File: config.mk
export PLATFORM = sky130hd
export DESIGN_NAME = vamc_regs
export DESIGN_NICKNAME = d
export VERILOG_FILES = /design/src/design/vamc_pkg.sv /design/src/design/vamc_regs.sv
export VERILOG_INCLUDE_DIRS = /design/src /design/src/design
export SDC_FILE = /design/constraint.sdc
export NUM_CORES = 1
export LEC_CHECK = 0
export ABC_AREA = 1
export BUFFER_PORTS_ARGS = -buffer_cell sky130_fd_sc_hd__buf_2
export CAP_MARGIN = 20
export CORE_ASPECT_RATIO = 1.5
export CORE_MARGIN = 3
export CORE_UTILIZATION = 29
export CTS_BUF_LIST = sky130_fd_sc_hd__clkbuf_4
export CTS_CLUSTER_SIZE = 14
export DETAILED_ROUTE_END_ITERATION = 6
export RECOVER_POWER = 100
export SETUP_SLACK_MARGIN = 0.1
export SYNTH_ARGS = -nofsm -noshare
export SYNTH_HDL_FRONTEND = slang
export SYNTH_SLANG_ARGS = --single-unit
File: constraint.sdc
create_clock -name mclk -period 1 [get_ports mclk]
set_clock_uncertainty 0.05 [all_clocks]
set_input_delay 0 -clock mclk [delete_from_list [all_inputs] [get_ports mclk]]
set_output_delay 0 -clock mclk [all_outputs]
set_load 0.03 [all_outputs]
File: src/design/vamc_defines.svh
// register offsets, field positions and reset values of the acquisition/mode register bank
`ifndef VAMC_DEFINES_SVH
`define VAMC_DEFINES_SVH
`define VAMC_ADDR_CLAMP_START   8'h58
`define VAMC_ADDR_CLAMP_STOP    8'h59
`define VAMC_ADDR_WIN_START     8'h5A
`define VAMC_ADDR_WIN_STOP      8'h5B
`define VAMC_ADDR_HORIZ_EXT     8'h5C
`define VAMC_ADDR_VSYNC_ONE     8'h5D
`define VAMC_ADDR_VSYNC_TWO     8'h5E
`define VAMC_ADDR_MODE_ZERO     8'h60
`define VAMC_ADDR_MODE_ONE      8'h61
`define VAMC_ADDR_FIELD_LOW     8'h80
`define VAMC_ADDR_FIELD_HIGH    8'h81
`define VAMC_REG_RESET          8'h00
`define VAMC_EXT_START_MSB      0
`define VAMC_EXT_STOP_MSB       1
`define VAMC_EXT_DELAY_LSB      2
`define VAMC_EXT_DELAY_MSB      3
`define VAMC_EXT_PHASE          4
`define VAMC_EXT_RECOG_MODE     5
`define VAMC_EXT_RECOG_DIS      6
`define VAMC_M0_ACQ_LO          0
`define VAMC_M0_ACQ_HI          1
`define VAMC_M0_DISP_LO         2
`define VAMC_M0_DISP_HI         3
`define VAMC_M0_DOUBLE          4
`define VAMC_M0_PIP_EN          5
`define VAMC_M0_PIP_GRID        6
`define VAMC_M0_GEN_MODE        7
`define VAMC_M1_RASTER          0
`define VAMC_M1_FREEZE_ONE      1
`define VAMC_M1_FREEZE_TWO      2
`define VAMC_M1_OUT_LO          3
`define VAMC_M1_DEFL_CLK        4
`define VAMC_M1_OUT_HI          5
`define VAMC_M1_EXT_CLK         6
`define VAMC_M1_VRATE           7
`define VAMC_FI_LEN8            0
`define VAMC_FI_LEN9            1
`define VAMC_FI_CNT_LSB         2
`define VAMC_FI_RECOG           3
`define VAMC_FI_CNT_MSB         4
`endif

File: src/design/vamc_pkg.sv
// types of the acquisition/mode register bank
package vamc_pkg;
  typedef enum logic [1:0] {VAMC_ACQ_12M0, VAMC_ACQ_13M5, VAMC_ACQ_16M0, VAMC_ACQ_18M0} vamc_acq_freq_t;
  typedef enum logic [1:0] {VAMC_DISP_27M0, VAMC_DISP_32M0, VAMC_DISP_36M0} vamc_disp_freq_t;
  typedef enum logic [2:0] {
    VAMC_RASTER_ABAB_100, VAMC_RASTER_AABB_100, VAMC_PROG_625, VAMC_INTL_1250,
    VAMC_SINGLE_312, VAMC_RASTER_ILLEGAL
  } vamc_disp_mode_t;
  typedef struct packed {
    logic [8:0] win_start;
    logic [8:0] win_stop;
    logic [1:0] fine_delay;
    logic       clk_phase;
    logic       recog_mode;
    logic       recog_disable;
  } vamc_acq_cfg_t;
  typedef struct packed {
    vamc_acq_freq_t  acq_freq;
    vamc_disp_freq_t disp_freq;
    logic            acq_double;
    logic            pip_enable;
    logic            pip_grid_4x4;
    logic            generator_mode;
    logic            deflection_clockgen;
    logic            external_acq_clock;
    logic            vert_rate_50;
    vamc_disp_mode_t disp_mode;
  } vamc_mode_cfg_t;
  typedef struct packed {
    logic [9:0] field_length;
    logic [1:0] field_count;
    logic       field_recog;
  } vamc_field_info_t;
endpackage

File: src/design/vamc_regs.sv
// acquisition timing, mode and field-information register bank on the 8-bit host port
`timescale 1ns/10ps
`include "vamc_defines.svh"

module vamc_regs
  import vamc_pkg::*;
(
  // clock and reset
  input  wire logic             mclk,
  input  wire logic             sys_rst,
  // host parallel port
  input  wire logic [7:0]       host_addr,
  input  wire logic [7:0]       host_wdata,
  input  wire logic             host_wr,
  input  wire logic             host_rd,
  output logic [7:0]            host_rdata,
  // measured field state
  input  wire logic [9:0]       meas_field_length,
  input  wire logic             meas_length_valid,
  input  wire logic [1:0]       disp_field_count,
  input  wire logic             field_recog_result,
  // external pins and display signals
  input  wire logic             single_clock_input,
  input  wire logic             strobe,
  input  wire logic             horiz_display_signal,
  input  wire logic             vert_display_signal,
  // configuration towards acquisition and display logic
  output logic [7:0]            clamp_start_pos,
  output logic [7:0]            clamp_stop_pos,
  output logic [7:0]            vsync_sample_one_pos,
  output logic [7:0]            vsync_sample_two_pos,
  output vamc_acq_cfg_t         acq_cfg,
  output vamc_mode_cfg_t        mode_cfg,
  output logic                  mem_one_input_enable,
  output logic                  mem_two_write_enable,
  output logic                  field_measure_enable,
  output logic                  display_out_signal
);

  // ----------------------------------------------------------------
  // writable registers
  // ----------------------------------------------------------------
  logic [7:0]       clamp_start;
  logic [7:0]       clamp_stop;
  logic [7:0]       acq_write_window_start;
  logic [7:0]       acq_write_window_stop;
  logic [7:0]       acq_horiz_extension;
  logic [7:0]       vsync_sample_pulse_one;
  logic [7:0]       vsync_sample_pulse_two;
  logic [7:0]       mode_zero;
  logic [7:0]       mode_one;
  logic [9:0]       field_length;
  vamc_disp_mode_t  next_disp_mode;
  logic [7:0]       next_rdata;

  always_ff @(posedge mclk) begin
    if (sys_rst) begin
      clamp_start            <= `VAMC_REG_RESET;
      clamp_stop             <= `VAMC_REG_RESET;
      acq_write_window_start <= `VAMC_REG_RESET;
      acq_write_window_stop  <= `VAMC_REG_RESET;
      acq_horiz_extension    <= `VAMC_REG_RESET;
      vsync_sample_pulse_one <= `VAMC_REG_RESET;
      vsync_sample_pulse_two <= `VAMC_REG_RESET;
      mode_zero              <= `VAMC_REG_RESET;
      mode_one               <= `VAMC_REG_RESET;
    end else if (host_wr) begin
      if (host_addr == `VAMC_ADDR_CLAMP_START) begin
        clamp_start <= host_wdata;
      end else if (host_addr == `VAMC_ADDR_CLAMP_STOP) begin
        clamp_stop <= host_wdata;
      end else if (host_addr == `VAMC_ADDR_WIN_START) begin
        acq_write_window_start <= host_wdata;
      end else if (host_addr == `VAMC_ADDR_WIN_STOP) begin
        acq_write_window_stop <= host_wdata;
      end else if (host_addr == `VAMC_ADDR_HORIZ_EXT) begin
        acq_horiz_extension <= {1'b0, host_wdata[6:0]};
      end else if (host_addr == `VAMC_ADDR_VSYNC_ONE) begin
        vsync_sample_pulse_one <= host_wdata;
      end else if (host_addr == `VAMC_ADDR_VSYNC_TWO) begin
        vsync_sample_pulse_two <= host_wdata;
      end else if (host_addr == `VAMC_ADDR_MODE_ZERO) begin
        mode_zero <= host_wdata;
      end else if (host_addr == `VAMC_ADDR_MODE_ONE) begin
        mode_one <= host_wdata;
      end
    end
  end

  // ----------------------------------------------------------------
  // field length capture
  // ----------------------------------------------------------------
  // held while generator mode runs so software reads the last real field
  always_ff @(posedge mclk) begin
    if (sys_rst) begin
      field_length <= 10'h000;
    end else if (meas_length_valid && !mode_zero[`VAMC_M0_GEN_MODE]) begin
      field_length <= meas_field_length;
    end
  end

  // ----------------------------------------------------------------
  // configuration outputs
  // ----------------------------------------------------------------
  always_ff @(posedge mclk) begin
    if (sys_rst) begin
      clamp_start_pos      <= 8'h00;
      clamp_stop_pos       <= 8'h00;
      vsync_sample_one_pos <= 8'h00;
      vsync_sample_two_pos <= 8'h00;
      acq_cfg              <= '0;
    end else begin
      clamp_start_pos          <= clamp_start;
      clamp_stop_pos           <= clamp_stop;
      vsync_sample_one_pos     <= vsync_sample_pulse_one;
      vsync_sample_two_pos     <= vsync_sample_pulse_two;
      acq_cfg.win_start        <= {acq_horiz_extension[`VAMC_EXT_START_MSB], acq_write_window_start};
      acq_cfg.win_stop         <= {acq_horiz_extension[`VAMC_EXT_STOP_MSB], acq_write_window_stop};
      acq_cfg.fine_delay       <= acq_horiz_extension[`VAMC_EXT_DELAY_MSB:`VAMC_EXT_DELAY_LSB];
      acq_cfg.clk_phase        <= acq_horiz_extension[`VAMC_EXT_PHASE];
      acq_cfg.recog_mode       <= acq_horiz_extension[`VAMC_EXT_RECOG_MODE];
      acq_cfg.recog_disable    <= acq_horiz_extension[`VAMC_EXT_RECOG_DIS];
    end
  end

  // ----------------------------------------------------------------
  // display mode decode
  // ----------------------------------------------------------------
  // illegal combinations are flagged rather than guessed
  always_comb begin
    next_disp_mode = VAMC_RASTER_ILLEGAL;
    case ({mode_one[`VAMC_M1_VRATE], single_clock_input, mode_one[`VAMC_M1_RASTER]})
      3'b000: next_disp_mode = VAMC_RASTER_ABAB_100;
      3'b001: next_disp_mode = VAMC_RASTER_AABB_100;
      3'b100: next_disp_mode = VAMC_PROG_625;
      3'b101: next_disp_mode = VAMC_INTL_1250;
      3'b110: next_disp_mode = VAMC_SINGLE_312;
      default: next_disp_mode = VAMC_RASTER_ILLEGAL;
    endcase
  end

  always_ff @(posedge mclk) begin
    if (sys_rst) begin
      mode_cfg <= '0;
    end else begin
      mode_cfg.acq_freq            <= vamc_acq_freq_t'(mode_zero[`VAMC_M0_ACQ_HI:`VAMC_M0_ACQ_LO]);
      mode_cfg.disp_freq           <= mode_zero[`VAMC_M0_DISP_HI] ?
                                      (mode_zero[`VAMC_M0_DISP_LO] ? VAMC_DISP_36M0 : VAMC_DISP_32M0) :
                                      VAMC_DISP_27M0;
      mode_cfg.acq_double          <= mode_zero[`VAMC_M0_DOUBLE];
      mode_cfg.pip_enable          <= mode_zero[`VAMC_M0_PIP_EN];
      mode_cfg.pip_grid_4x4        <= mode_zero[`VAMC_M0_PIP_GRID];
      mode_cfg.generator_mode      <= mode_zero[`VAMC_M0_GEN_MODE];
      mode_cfg.deflection_clockgen <= mode_one[`VAMC_M1_DEFL_CLK];
      mode_cfg.external_acq_clock  <= mode_one[`VAMC_M1_EXT_CLK];
      mode_cfg.vert_rate_50        <= mode_one[`VAMC_M1_VRATE];
      mode_cfg.disp_mode           <= next_disp_mode;
    end
  end

  // ----------------------------------------------------------------
  // memory enables and display output
  // ----------------------------------------------------------------
  // strobe is not sampled: the pip module must be synchronous to the write clock
  assign mem_one_input_enable = !mode_one[`VAMC_M1_FREEZE_ONE] || strobe;
  assign mem_two_write_enable = !mode_one[`VAMC_M1_FREEZE_TWO];
  assign field_measure_enable = !mode_zero[`VAMC_M0_GEN_MODE];

  always_ff @(posedge mclk) begin
    if (sys_rst) begin
      display_out_signal <= 1'b0;
    end else if (mode_one[`VAMC_M1_OUT_HI]) begin
      display_out_signal <= horiz_display_signal & vert_display_signal;
    end else if (mode_one[`VAMC_M1_OUT_LO]) begin
      display_out_signal <= vert_display_signal;
    end else begin
      display_out_signal <= horiz_display_signal;
    end
  end

  // ----------------------------------------------------------------
  // read path
  // ----------------------------------------------------------------
  // write-only registers and unmapped offsets read as zero
  always_comb begin
    next_rdata = 8'h00;
    if (host_addr == `VAMC_ADDR_FIELD_LOW) begin
      next_rdata = field_length[7:0];
    end else if (host_addr == `VAMC_ADDR_FIELD_HIGH) begin
      next_rdata[`VAMC_FI_LEN8]    = field_length[8];
      next_rdata[`VAMC_FI_LEN9]    = field_length[9];
      next_rdata[`VAMC_FI_CNT_LSB] = disp_field_count[0];
      next_rdata[`VAMC_FI_RECOG]   = field_recog_result;
      next_rdata[`VAMC_FI_CNT_MSB] = disp_field_count[1];
    end
  end

  always_ff @(posedge mclk) begin
    if (sys_rst) begin
      host_rdata <= 8'h00;
    end else if (host_rd) begin
      host_rdata <= next_rdata;
    end
  end

  // ----------------------------------------------------------------
  // checks
  // ----------------------------------------------------------------
  a_reset_clears_mode: assert property (@(posedge mclk) sys_rst |=> (mode_zero == 8'h00 && mode_one == 8'h00))
    else $error("mode registers not cleared by reset");

  a_window_msb_join: assert property (@(posedge mclk) disable iff (sys_rst)
    host_wr && host_addr == `VAMC_ADDR_HORIZ_EXT ##1 !host_wr |=> acq_cfg.win_start[8] == $past(host_wdata[0], 2))
    else $error("window start top bit not taken from extension");

  a_ext_bit7_ignored: assert property (@(posedge mclk) disable iff (sys_rst) !acq_horiz_extension[7])
    else $error("extension bit 7 stored");

  a_freeze_with_strobe: assert property (@(posedge mclk) disable iff (sys_rst)
    mode_one[`VAMC_M1_FREEZE_ONE] && !strobe |-> !mem_one_input_enable)
    else $error("memory one written while frozen");

  a_freeze_mem_two: assert property (@(posedge mclk) disable iff (sys_rst)
    mem_two_write_enable == !mode_one[`VAMC_M1_FREEZE_TWO])
    else $error("memory two enable mismatch");

  a_gen_holds_length: assert property (@(posedge mclk) disable iff (sys_rst)
    mode_zero[`VAMC_M0_GEN_MODE] |=> $stable(field_length))
    else $error("field length changed in generator mode");

  a_disp_freq_27: assert property (@(posedge mclk) disable iff (sys_rst)
    !mode_zero[`VAMC_M0_DISP_HI] && !host_wr |=> mode_cfg.disp_freq == VAMC_DISP_27M0)
    else $error("display clock not 27 MHz");

  a_acq_freq_sel: assert property (@(posedge mclk) disable iff (sys_rst)
    !host_wr |=> mode_cfg.acq_freq == $past(mode_zero[1:0]))
    else $error("acquisition clock select mismatch");

  a_composite_out: assert property (@(posedge mclk) disable iff (sys_rst)
    mode_one[`VAMC_M1_OUT_HI] |=> display_out_signal == $past(horiz_display_signal & vert_display_signal))
    else $error("composite output not anded");

  a_read_length_low: assert property (@(posedge mclk) disable iff (sys_rst)
    host_rd && host_addr == `VAMC_ADDR_FIELD_LOW |=> host_rdata == $past(field_length[7:0]))
    else $error("field length low read wrong");

  a_read_recog_bit: assert property (@(posedge mclk) disable iff (sys_rst)
    host_rd && host_addr == `VAMC_ADDR_FIELD_HIGH |=> host_rdata[3] == $past(field_recog_result))
    else $error("recognition bit read wrong");

  a_read_length_high: assert property (@(posedge mclk) disable iff (sys_rst)
    host_rd && host_addr == `VAMC_ADDR_FIELD_HIGH |=> host_rdata[1:0] == $past(field_length[9:8]))
    else $error("field length high bits read wrong");

  a_read_count_bits: assert property (@(posedge mclk) disable iff (sys_rst)
    host_rd && host_addr == `VAMC_ADDR_FIELD_HIGH |=>
    host_rdata[4] == $past(disp_field_count[1]) && host_rdata[2] == $past(disp_field_count[0]))
    else $error("display field count read wrong");

  // ----------------------------------------------------------------
  // write to output checks
  // ----------------------------------------------------------------
  // load checks look two edges past the write: register first, registered output next; decode checks one edge past the register
  a_clamp_start_load: assert property (@(posedge mclk) disable iff (sys_rst)
    host_wr && host_addr == `VAMC_ADDR_CLAMP_START |=> ##1 clamp_start_pos == $past(host_wdata, 2))
    else $error("clamp start not loaded");

  a_clamp_stop_load: assert property (@(posedge mclk) disable iff (sys_rst)
    host_wr && host_addr == `VAMC_ADDR_CLAMP_STOP |=> ##1 clamp_stop_pos == $past(host_wdata, 2))
    else $error("clamp stop not loaded");

  a_win_stop_load: assert property (@(posedge mclk) disable iff (sys_rst)
    host_wr && host_addr == `VAMC_ADDR_WIN_STOP |=> ##1 acq_cfg.win_stop[7:0] == $past(host_wdata, 2))
    else $error("window stop low bits not loaded");

  a_fine_delay_load: assert property (@(posedge mclk) disable iff (sys_rst)
    host_wr && host_addr == `VAMC_ADDR_HORIZ_EXT |=> ##1 acq_cfg.fine_delay == $past(host_wdata[3:2], 2))
    else $error("fine delay not loaded");

  a_clk_phase_load: assert property (@(posedge mclk) disable iff (sys_rst)
    host_wr && host_addr == `VAMC_ADDR_HORIZ_EXT |=> ##1 acq_cfg.clk_phase == $past(host_wdata[4], 2))
    else $error("write clock phase not loaded");

  a_recog_dis_load: assert property (@(posedge mclk) disable iff (sys_rst)
    host_wr && host_addr == `VAMC_ADDR_HORIZ_EXT |=> ##1 acq_cfg.recog_disable == $past(host_wdata[6], 2))
    else $error("recognition disable not loaded");

  a_acq_double_load: assert property (@(posedge mclk) disable iff (sys_rst)
    host_wr && host_addr == `VAMC_ADDR_MODE_ZERO |=> ##1 mode_cfg.acq_double == $past(host_wdata[4], 2))
    else $error("doubled acquisition not loaded");

  a_pip_enable_load: assert property (@(posedge mclk) disable iff (sys_rst)
    host_wr && host_addr == `VAMC_ADDR_MODE_ZERO |=> ##1 mode_cfg.pip_enable == $past(host_wdata[5], 2))
    else $error("multi pip enable not loaded");

  a_pip_grid_load: assert property (@(posedge mclk) disable iff (sys_rst)
    host_wr && host_addr == `VAMC_ADDR_MODE_ZERO |=> ##1 mode_cfg.pip_grid_4x4 == $past(host_wdata[6], 2))
    else $error("multi pip grid not loaded");

  a_gen_mode_load: assert property (@(posedge mclk) disable iff (sys_rst)
    host_wr && host_addr == `VAMC_ADDR_MODE_ZERO |=> ##1 mode_cfg.generator_mode == $past(host_wdata[7], 2))
    else $error("generator mode not loaded");

  a_defl_mode_load: assert property (@(posedge mclk) disable iff (sys_rst)
    host_wr && host_addr == `VAMC_ADDR_MODE_ONE |=> ##1 mode_cfg.deflection_clockgen == $past(host_wdata[4], 2))
    else $error("deflection clock mode not loaded");

  a_ext_clock_load: assert property (@(posedge mclk) disable iff (sys_rst)
    host_wr && host_addr == `VAMC_ADDR_MODE_ONE |=> ##1 mode_cfg.external_acq_clock == $past(host_wdata[6], 2))
    else $error("external clock select not loaded");

  a_vert_rate_load: assert property (@(posedge mclk) disable iff (sys_rst)
    host_wr && host_addr == `VAMC_ADDR_MODE_ONE |=> ##1 mode_cfg.vert_rate_50 == $past(host_wdata[7], 2))
    else $error("vertical rate not loaded");

  a_disp_freq_36: assert property (@(posedge mclk) disable iff (sys_rst)
    mode_zero[3:2] == 2'b11 |=> mode_cfg.disp_freq == VAMC_DISP_36M0)
    else $error("display clock not 36 MHz");

  a_raster_aabb: assert property (@(posedge mclk) disable iff (sys_rst)
    !mode_one[7] && !single_clock_input && mode_one[0] |=> mode_cfg.disp_mode == VAMC_RASTER_AABB_100)
    else $error("aabb raster not decoded");

  a_single_clock_mode: assert property (@(posedge mclk) disable iff (sys_rst)
    mode_one[7] && single_clock_input && !mode_one[0] |=> mode_cfg.disp_mode == VAMC_SINGLE_312)
    else $error("single clock mode not decoded");

endmodule

# --- Yosys cells after proc, flatten, opt, wreduce, memory -nomap -nowiden ---
# Index checks and enable logic that the tools add are counted.
op_classes:
  magnitude_cmp: 0
  shift: 0
  n_eq_ne: 15
  div: 0
  n_bitwise: 10
  mul: 0
  reduce_logical: 16
  n_addsub: 0
  muxes: 7
ops:
  columns: ["cell", "n"]
  rows:
  - ["== test 8 x 7 -> 1 bit, second input constant", 9]
  - ["== test 8 bit, second input constant", 2]
  - ["one-hot mux 3 bit (5 select lines)", 1]
  - ["2-to-1 mux 5 bit", 2]
  - ["AND reduction 10 bit", 1]
  - ["== test 3 bit, second input constant", 3]
  - ["NOT 1 bit", 9]
  - ["AND reduction 9 bit", 1]
  - ["AND reduction 8 bit", 1]
  - ["AND reduction 7 bit", 1]
  - ["AND reduction 6 bit", 1]
  - ["AND reduction 5 bit", 1]
  - ["AND reduction 4 bit", 1]
  - ["== test 3 x 1 -> 1 bit, second input constant", 1]
  - ["zero test 1 bit", 3]
  - ["zero test 3 bit", 1]
  - ["2-to-1 mux 3 bit", 1]
  - ["AND reduction 3 bit", 1]
  - ["2-to-1 mux 1 bit", 2]
  - ["2-to-1 mux 2 bit", 1]
  - ["AND reduction 2 bit", 1]
  - ["OR reduction 2 bit", 1]
  - ["AND 1 bit", 1]
  - ["logical AND 1 bit", 1]
  - ["logical OR 1 bit", 1]
totals:
  output_inout_bits: 81
  reg_bits: 159
  mem_bits_rw: 0
  romBits: 0
  latchBits: 0
  mem_count: 0

# --- Longest topological paths before layout ---
depth:
  depth_word: 3
  ltp_mapped: 9
  depth_no_buf: 9

# --- Worst setup path before layout ---
# OpenSTA, ideal clock, no wires.
synth_timing:
  path_kind: "reg-to-reg"
  startpoint: "register mode_zero[7]"
  endpoint: "register field_length[0]"
  slack_ns: -0.189
  arrival_ns: 1.023
  stages_incl_launch_ff: 6
  period_less_slack_ns: 1.189
  path_cell_list: "dfxtp_1 > inv_1 > nand2_1 > clkbuf_1 > o21ai_0 > nor2_1"
synth_via:
  elab_chain_cells: 2
synth_rtl:
  columns: ["item", "line", "rtl"]
  rows:
  - ["from (decl)", "vamc_regs.sv:50", "logic [7:0] mode_zero;"]
  - ["from (signal assigned)", "vamc_regs.sv:65", "mode_zero <= `VAMC_REG_RESET;"]
  - ["from (signal assigned)", "vamc_regs.sv:83", "mode_zero <= host_wdata;"]
  - ["zero test 1 bit", null, null]
  - ["via field_measure_enable", "vamc_regs.sv:36", "output logic field_measure_enable,"]
  - ["logical AND 1 bit", "vamc_regs.sv:97", "end else if (meas_length_valid && !mode_zero[`VAMC_M0_GEN_MODE]) begin"]
  - ["to (signal assigned)", "vamc_regs.sv:98", "field_length <= meas_field_length;"]
  - ["to (decl)", "vamc_regs.sv:52", "logic [9:0] field_length;"]
# The timed path passes the listed nets, and every way through them passes these cells.
# A chain may end at the register's enable or synchronous reset.

# --- Worst setup path after layout ---
layout_timing:
  startpoint: "register mode_one[1]"
  endpoint: "output mem_one_input_enable"
layout_via:
  elab_chain_cells: 2
layout_rtl:
  columns: ["item", "line", "rtl"]
  rows:
  - ["from (decl)", "vamc_regs.sv:51", "logic [7:0] mode_one;"]
  - ["from (signal assigned)", "vamc_regs.sv:66", "mode_one <= `VAMC_REG_RESET;"]
  - ["from (signal assigned)", "vamc_regs.sv:85", "mode_one <= host_wdata;"]
  - ["zero test 1 bit", "vamc_regs.sv:165", "assign mem_one_input_enable = !mode_one[`VAMC_M1_FREEZE_ONE] || strobe;"]
  - ["logical OR 1 bit", "vamc_regs.sv:165", null]
  - ["to (decl)", "vamc_regs.sv:34", "output logic mem_one_input_enable,"]
# No other way between the ends.

==> results_tabular.tex <==
\begin{tabular}{lr}
\hline
Metric & Value \\
\hline
\multicolumn{2}{l}{\textbf{CTS}} \\
\quad CTS clock-pin slew for the worst setup and hold paths & 0.13 ns \\
\quad CTS H-tree lvls & 4 \\
\quad CTS buffer count & 17 \\
\quad TritonCTS clock tree & yes \\
\quad Clock latency at the later pin of the worst-skew pair & 0.55 ns \\
\quad Clock sinks & 159 \\
\quad Buffer levels on the longest clock path & 2 \\
\quad Post-cts hold buffer count & 28 \\
\quad Root Driver & sky130\_fd\_sc\_hd\_\_clkbuf\_4 \\
\multicolumn{2}{l}{\textbf{Cells and area}} \\
\quad Post-layout nets & roughly 850 \\
\quad Final standard cell count with taps included and fillers excluded & 1077 \\
\quad Flip-flop count of the largest register, all copies and words added & 23 \\
\quad Fillcell total & 1736 \\
\quad Fraction of layout cells with a size suffix above 1 & 0.379 \\
\quad Largest registers & acq\_cfg x23, mode\_cfg x14, field\_length x10 \\
\quad Largest register by flop count & acq\_cfg \\
\quad Layout-stage area growth over the synthesis result & 45.2\% \\
\multicolumn{2}{l}{\textbf{Logic synthesis}} \\
\quad Yosys top cell area share & 0.591 \\
\quad Number of standard cells after synthesis & 640 \\
\quad FF+latch count, synth & 159 \\
\quad Leading cell types by count after synthesis & sky130\_fd\_sc\_hd\_\_dfxtp\_1 (159), sky130\_fd\_sc\_hd\_\_inv\_1 (108), sky130\_fd\_sc\_hd\_\_nor2\_1 (108) \\
\quad Ys flop type & sky130\_fd\_sc\_hd\_\_dfxtp\_1 \\
\quad Combinational family with the most area after synthesis & simple AND/OR/NAND/NOR gates \\
\quad Share of the synthesized netlist area taken by xor and xnor gates & 0 \\
\quad Number of enable flip-flop cells after synthesis & 0 \\
\quad Adder-Cell Fraction of Synth Area & 0 \\
\quad Simple-gate area share of the yosys netlist & 0.160 \\
\quad Post-synth design cell area & around 5400 um\^{}2 \\
\quad Mean instance size in the synthesized netlist & 8.42 um\^{}2 \\
\quad Cell types with the largest area share after synthesis & sky130\_fd\_sc\_hd\_\_dfxtp\_1 (59\%), sky130\_fd\_sc\_hd\_\_inv\_1 (7.5\%), sky130\_fd\_sc\_hd\_\_nor2\_1 (7.5\%), sky130\_fd\_sc\_hd\_\_a21oi\_1 (6.9\%), sky130\_fd\_sc\_hd\_\_o21ai\_0 (5.8\%) \\
\quad Post-synthesis net count & approximately 680 \\
\quad Leading area contributor after synthesis & sky130\_fd\_sc\_hd\_\_dfxtp\_1 \\
\quad Count of different cell masters after synthesis & 25 \\
\quad Most common cell in the netlist & sky130\_fd\_sc\_hd\_\_dfxtp\_1 \\
\quad Share of synthesized registers carrying an async set or reset & 0 \\
\quad Synthesis Warnings & 0 \\
\quad Proportion of synthesized chip area in sequential cells & 0.591 \\
\quad Compound-gate portion of the synthesized area & 0.150 \\
\quad Mux cell area share after synthesis & 0 \\
\multicolumn{2}{l}{\textbf{Critical path}} \\
\quad End of the critical path & mem\_one\_input\_enable \\
\quad Data arrival time of the worst path & roughly 1.3 ns \\
\quad Depth of the worst register-to-register path & 6 \\
\quad Worst-path maximum fanout & 2 \\
\quad Crit-path leading delay family & flip-flops \\
\quad Worst path bufs/invs & 2 \\
\quad Worst Path Required & about 0.95 ns \\
\quad Worst Setup End Kind & output port \\
\quad Worst Setup Start Kind & flop \\
\quad Worst path max stage delay & 0.33 ns \\
\quad Ordered list of cells on the worst path & inv\_1, or2\_4, buf\_6 \\
\quad Kind of critical path & flop to output port \\
\quad Slack of the worst reg-to-reg path & -0.15 ns \\
\quad Worst flop-to-flop path startpoint & mode\_zero[7] \\
\quad Total number of cells along the worst setup path & 3 \\
\quad End of the worst register-to-register path & field\_length[3] \\
\quad Slowest library cell on the worst path & sky130\_fd\_sc\_hd\_\_dfxtp\_1 \\
\quad Critical Path Start & mode\_one[1] \\
\multicolumn{2}{l}{\textbf{Global routing}} \\
\quad Overflow after GRT & 0 \\
\quad Number of antenna violations at the first check in global routing & 1 \\
\quad GRT Total Usage & 0.137 \\
\quad Largest net degree at the start of global routing & 76 \\
\quad First-pass GRT wire length & 22100 um \\
\quad Via count of the first global-routing pass & 4418 \\
\multicolumn{2}{l}{\textbf{Timing}} \\
\quad Least setup slack across all paths after layout & -0.312 ns \\
\quad Tightest hold margin & -0.0869 ns \\
\quad Total setup violations reported at the end of the flow & approximately 130 \\
\quad Count of final max-slew check failures & 0 \\
\quad Headroom to the max-slew limit & 0.629 \\
\quad RSZ-0062 raised after global routing & true \\
\quad Minimum period implied by the final worst setup slack & between 1 and 1.5 ns \\
\quad Final Hold Viols & 20 \\
\quad Share of the clock period used by the worst path after layout & 1.31 \\
\quad Least-Margin Pin Slew & roughly 0.56 ns \\
\quad Highest attainable clock frequency & about 0.76 GHz \\
\multicolumn{2}{l}{\textbf{Floorplan}} \\
\quad Die Height & roughly 170 um \\
\quad Initial cell density of the core & 0.298 \\
\quad I/O pin total & around 120 \\
\quad Area of the core & 18100 um\^{}2 \\
\quad Horizontal die dimension & roughly 120 um \\
\quad Std cell rows & 60 \\
\quad Overall die area & 20300 um\^{}2 \\
\multicolumn{2}{l}{\textbf{Route}} \\
\quad Vias after detailed routing & between 4000 and 5000 \\
\quad Detailed Route WL & 14200 um \\
\quad Remaining antenna violation count & 0 \\
\quad Routed WL per cell & 13.2 um \\
\quad Post-route DRC violation count & 0 \\
\quad Post-detailed-route via-to-cell ratio & $\sim$4.2 \\
\quad Drt initial violations & approximately 230 \\
\quad Length of the first detailed-routing pass in iterations & 4 \\
\multicolumn{2}{l}{\textbf{Power}} \\
\quad Standby leakage power & around 3.3 nW \\
\quad Power density over the cells & 1470 nW/um\^{}2 \\
\quad Overall power & 11.5 mW \\
\quad Max rail drop VDD & 0.636 mV \\
\multicolumn{2}{l}{\textbf{Status}} \\
\quad Violations in the final reports & negative hold slack, negative setup slack \\
\quad Run status & finished with violations \\
\multicolumn{2}{l}{\textbf{Worst hold path}} \\
\quad Hold WC Path Type & primary input to flop \\
\multicolumn{2}{l}{\textbf{Placement}} \\
\quad \# port buffers & about 120 \\
\quad Detailed placer's ending HPWL & slightly above 9000 um \\
\quad Cell count after placement & 1012 \\
\quad Final GP Congestion & 0.756 \\
\multicolumn{2}{l}{\textbf{Run}} \\
\quad Max Cap Viol & 0 \\
\hline
\end{tabular}
layer usage:
metal / GRT usage / vias to the layer above / share of wire
li1: - / 2353 / -
met1: 0.148 / 2063 / 0.40
met2: 0.245 / 115 / 0.52
met3: 0.0380 / 23 / 0.050
met4: 0.0631 / 0 / 0.024
met5: 0 / - / 0
cells in the final DEF (no fill, tap or decap), types with 2 or more instances in the layout:
master	synthesis	final
sky130_fd_sc_hd__nor2_1	108	102
sky130_fd_sc_hd__inv_1	108	101
sky130_fd_sc_hd__buf_6	1	84
sky130_fd_sc_hd__dfxtp_1	159	80
sky130_fd_sc_hd__dfxtp_2	0	79
sky130_fd_sc_hd__a21oi_1	74	71
sky130_fd_sc_hd__o21ai_0	63	49
sky130_fd_sc_hd__nand2_1	40	37
sky130_fd_sc_hd__buf_2	10	37
sky130_fd_sc_hd__buf_4	0	29
sky130_fd_sc_hd__dlygate4sd3_1	0	27
sky130_fd_sc_hd__o21ai_1	9	21
sky130_fd_sc_hd__clkbuf_4	0	21
sky130_fd_sc_hd__nor2_2	5	10
sky130_fd_sc_hd__nand3_1	11	10
sky130_fd_sc_hd__o21a_1	8	8
sky130_fd_sc_hd__nor2_4	6	7
sky130_fd_sc_hd__nand3_2	6	6
sky130_fd_sc_hd__a21oi_2	2	5
sky130_fd_sc_hd__inv_2	2	4
sky130_fd_sc_hd__nor3_1	4	4
sky130_fd_sc_hd__bufinv_16	0	4
sky130_fd_sc_hd__nand2_2	1	3
sky130_fd_sc_hd__nand3_4	2	3
sky130_fd_sc_hd__clkinvlp_4	0	3
sky130_fd_sc_hd__inv_4	0	2
sky130_fd_sc_hd__o21ai_2	0	2
sky130_fd_sc_hd__clkinv_2	0	2
sky130_fd_sc_hd__clkinv_4	0	2
sky130_fd_sc_hd__clkbuf_16	0	2
sky130_fd_sc_hd__buf_12	0	2
sky130_fd_sc_hd__clkbuf_2	0	2
final cells by class:
type,count,area [um^2],area share
antenna,1,2.50,0.000320
clock buffer,20,150,0.0192
clock inverter,11,166,0.0213
inverter,110,439,0.0561
multi-input combinational,343,1740,0.223
sequential,159,3280,0.419
tap,248,310,0.0397
timing repair buffer,185,1730,0.221
worst min-delay path, delay by kind of cell:
| kind | cells | cell delay [ns] |
|---|---|---|
| buffers and inverters | 1 | 0.14 |
| AO/OA/AOI/OAI | 1 | 0.10 |
| AND/OR/NAND/NOR | 1 | 0.23 |
how the worst min path moves through the flow:
stage | start | endpoint | slack, ns | cells after the start
6_report | host_wr | mode_one[2] | -0.09 | 3
5_1_grt | host_addr[4] | acq_write_window_start[5] | -0.09 | 5
4_1_cts | host_addr[7] | host_rdata[7] | -0.08 | 6
3_5_place_dp | single_clock_input | mode_cfg[1] | 0.15 | 2
3_3_place_gp | single_clock_input | mode_cfg[1] | 0.16 | 2
2_1_floorplan | single_clock_input | mode_cfg[1] | 0.03 | 1
where the power goes:
group	switching (mW)	internal (mW)	leakage, nW
sequential	0.0319	6.39	1.32
clock	2.15	2.04	0.166
combinational	0.506	0.347	1.79
total	2.69	8.79	3.28
kinds of logic after synthesis:
kind of cell	count (synthesis)
compound gates	156
simple gates	187
buf+inv	138
flops	159
what timing repair did:
action	in CTS	in global routing
setup endpoints to repair	89	165
endpoints found under the hold margin	159	19
resized for setup	245	17
gates cloned	0	3
setup buffers	2	1
pin swaps	0	5
metrics by stage:
step,cell area (um^2),utilization,setup TNS (ns),worst slack (ns)
2_1_floorplan,5500,-,0,0.0466
3_3_place_gp,6500,0.359,-14.34,-0.244
3_5_place_dp,6500,0.359,-16.50,-0.269
4_1_cts,7730,0.427,-11.97,-0.374
5_1_grt,7830,0.433,-21.73,-0.385
6_report,7830,0.433,-8.86,-0.312
Power figures use the tool's default switching activity.
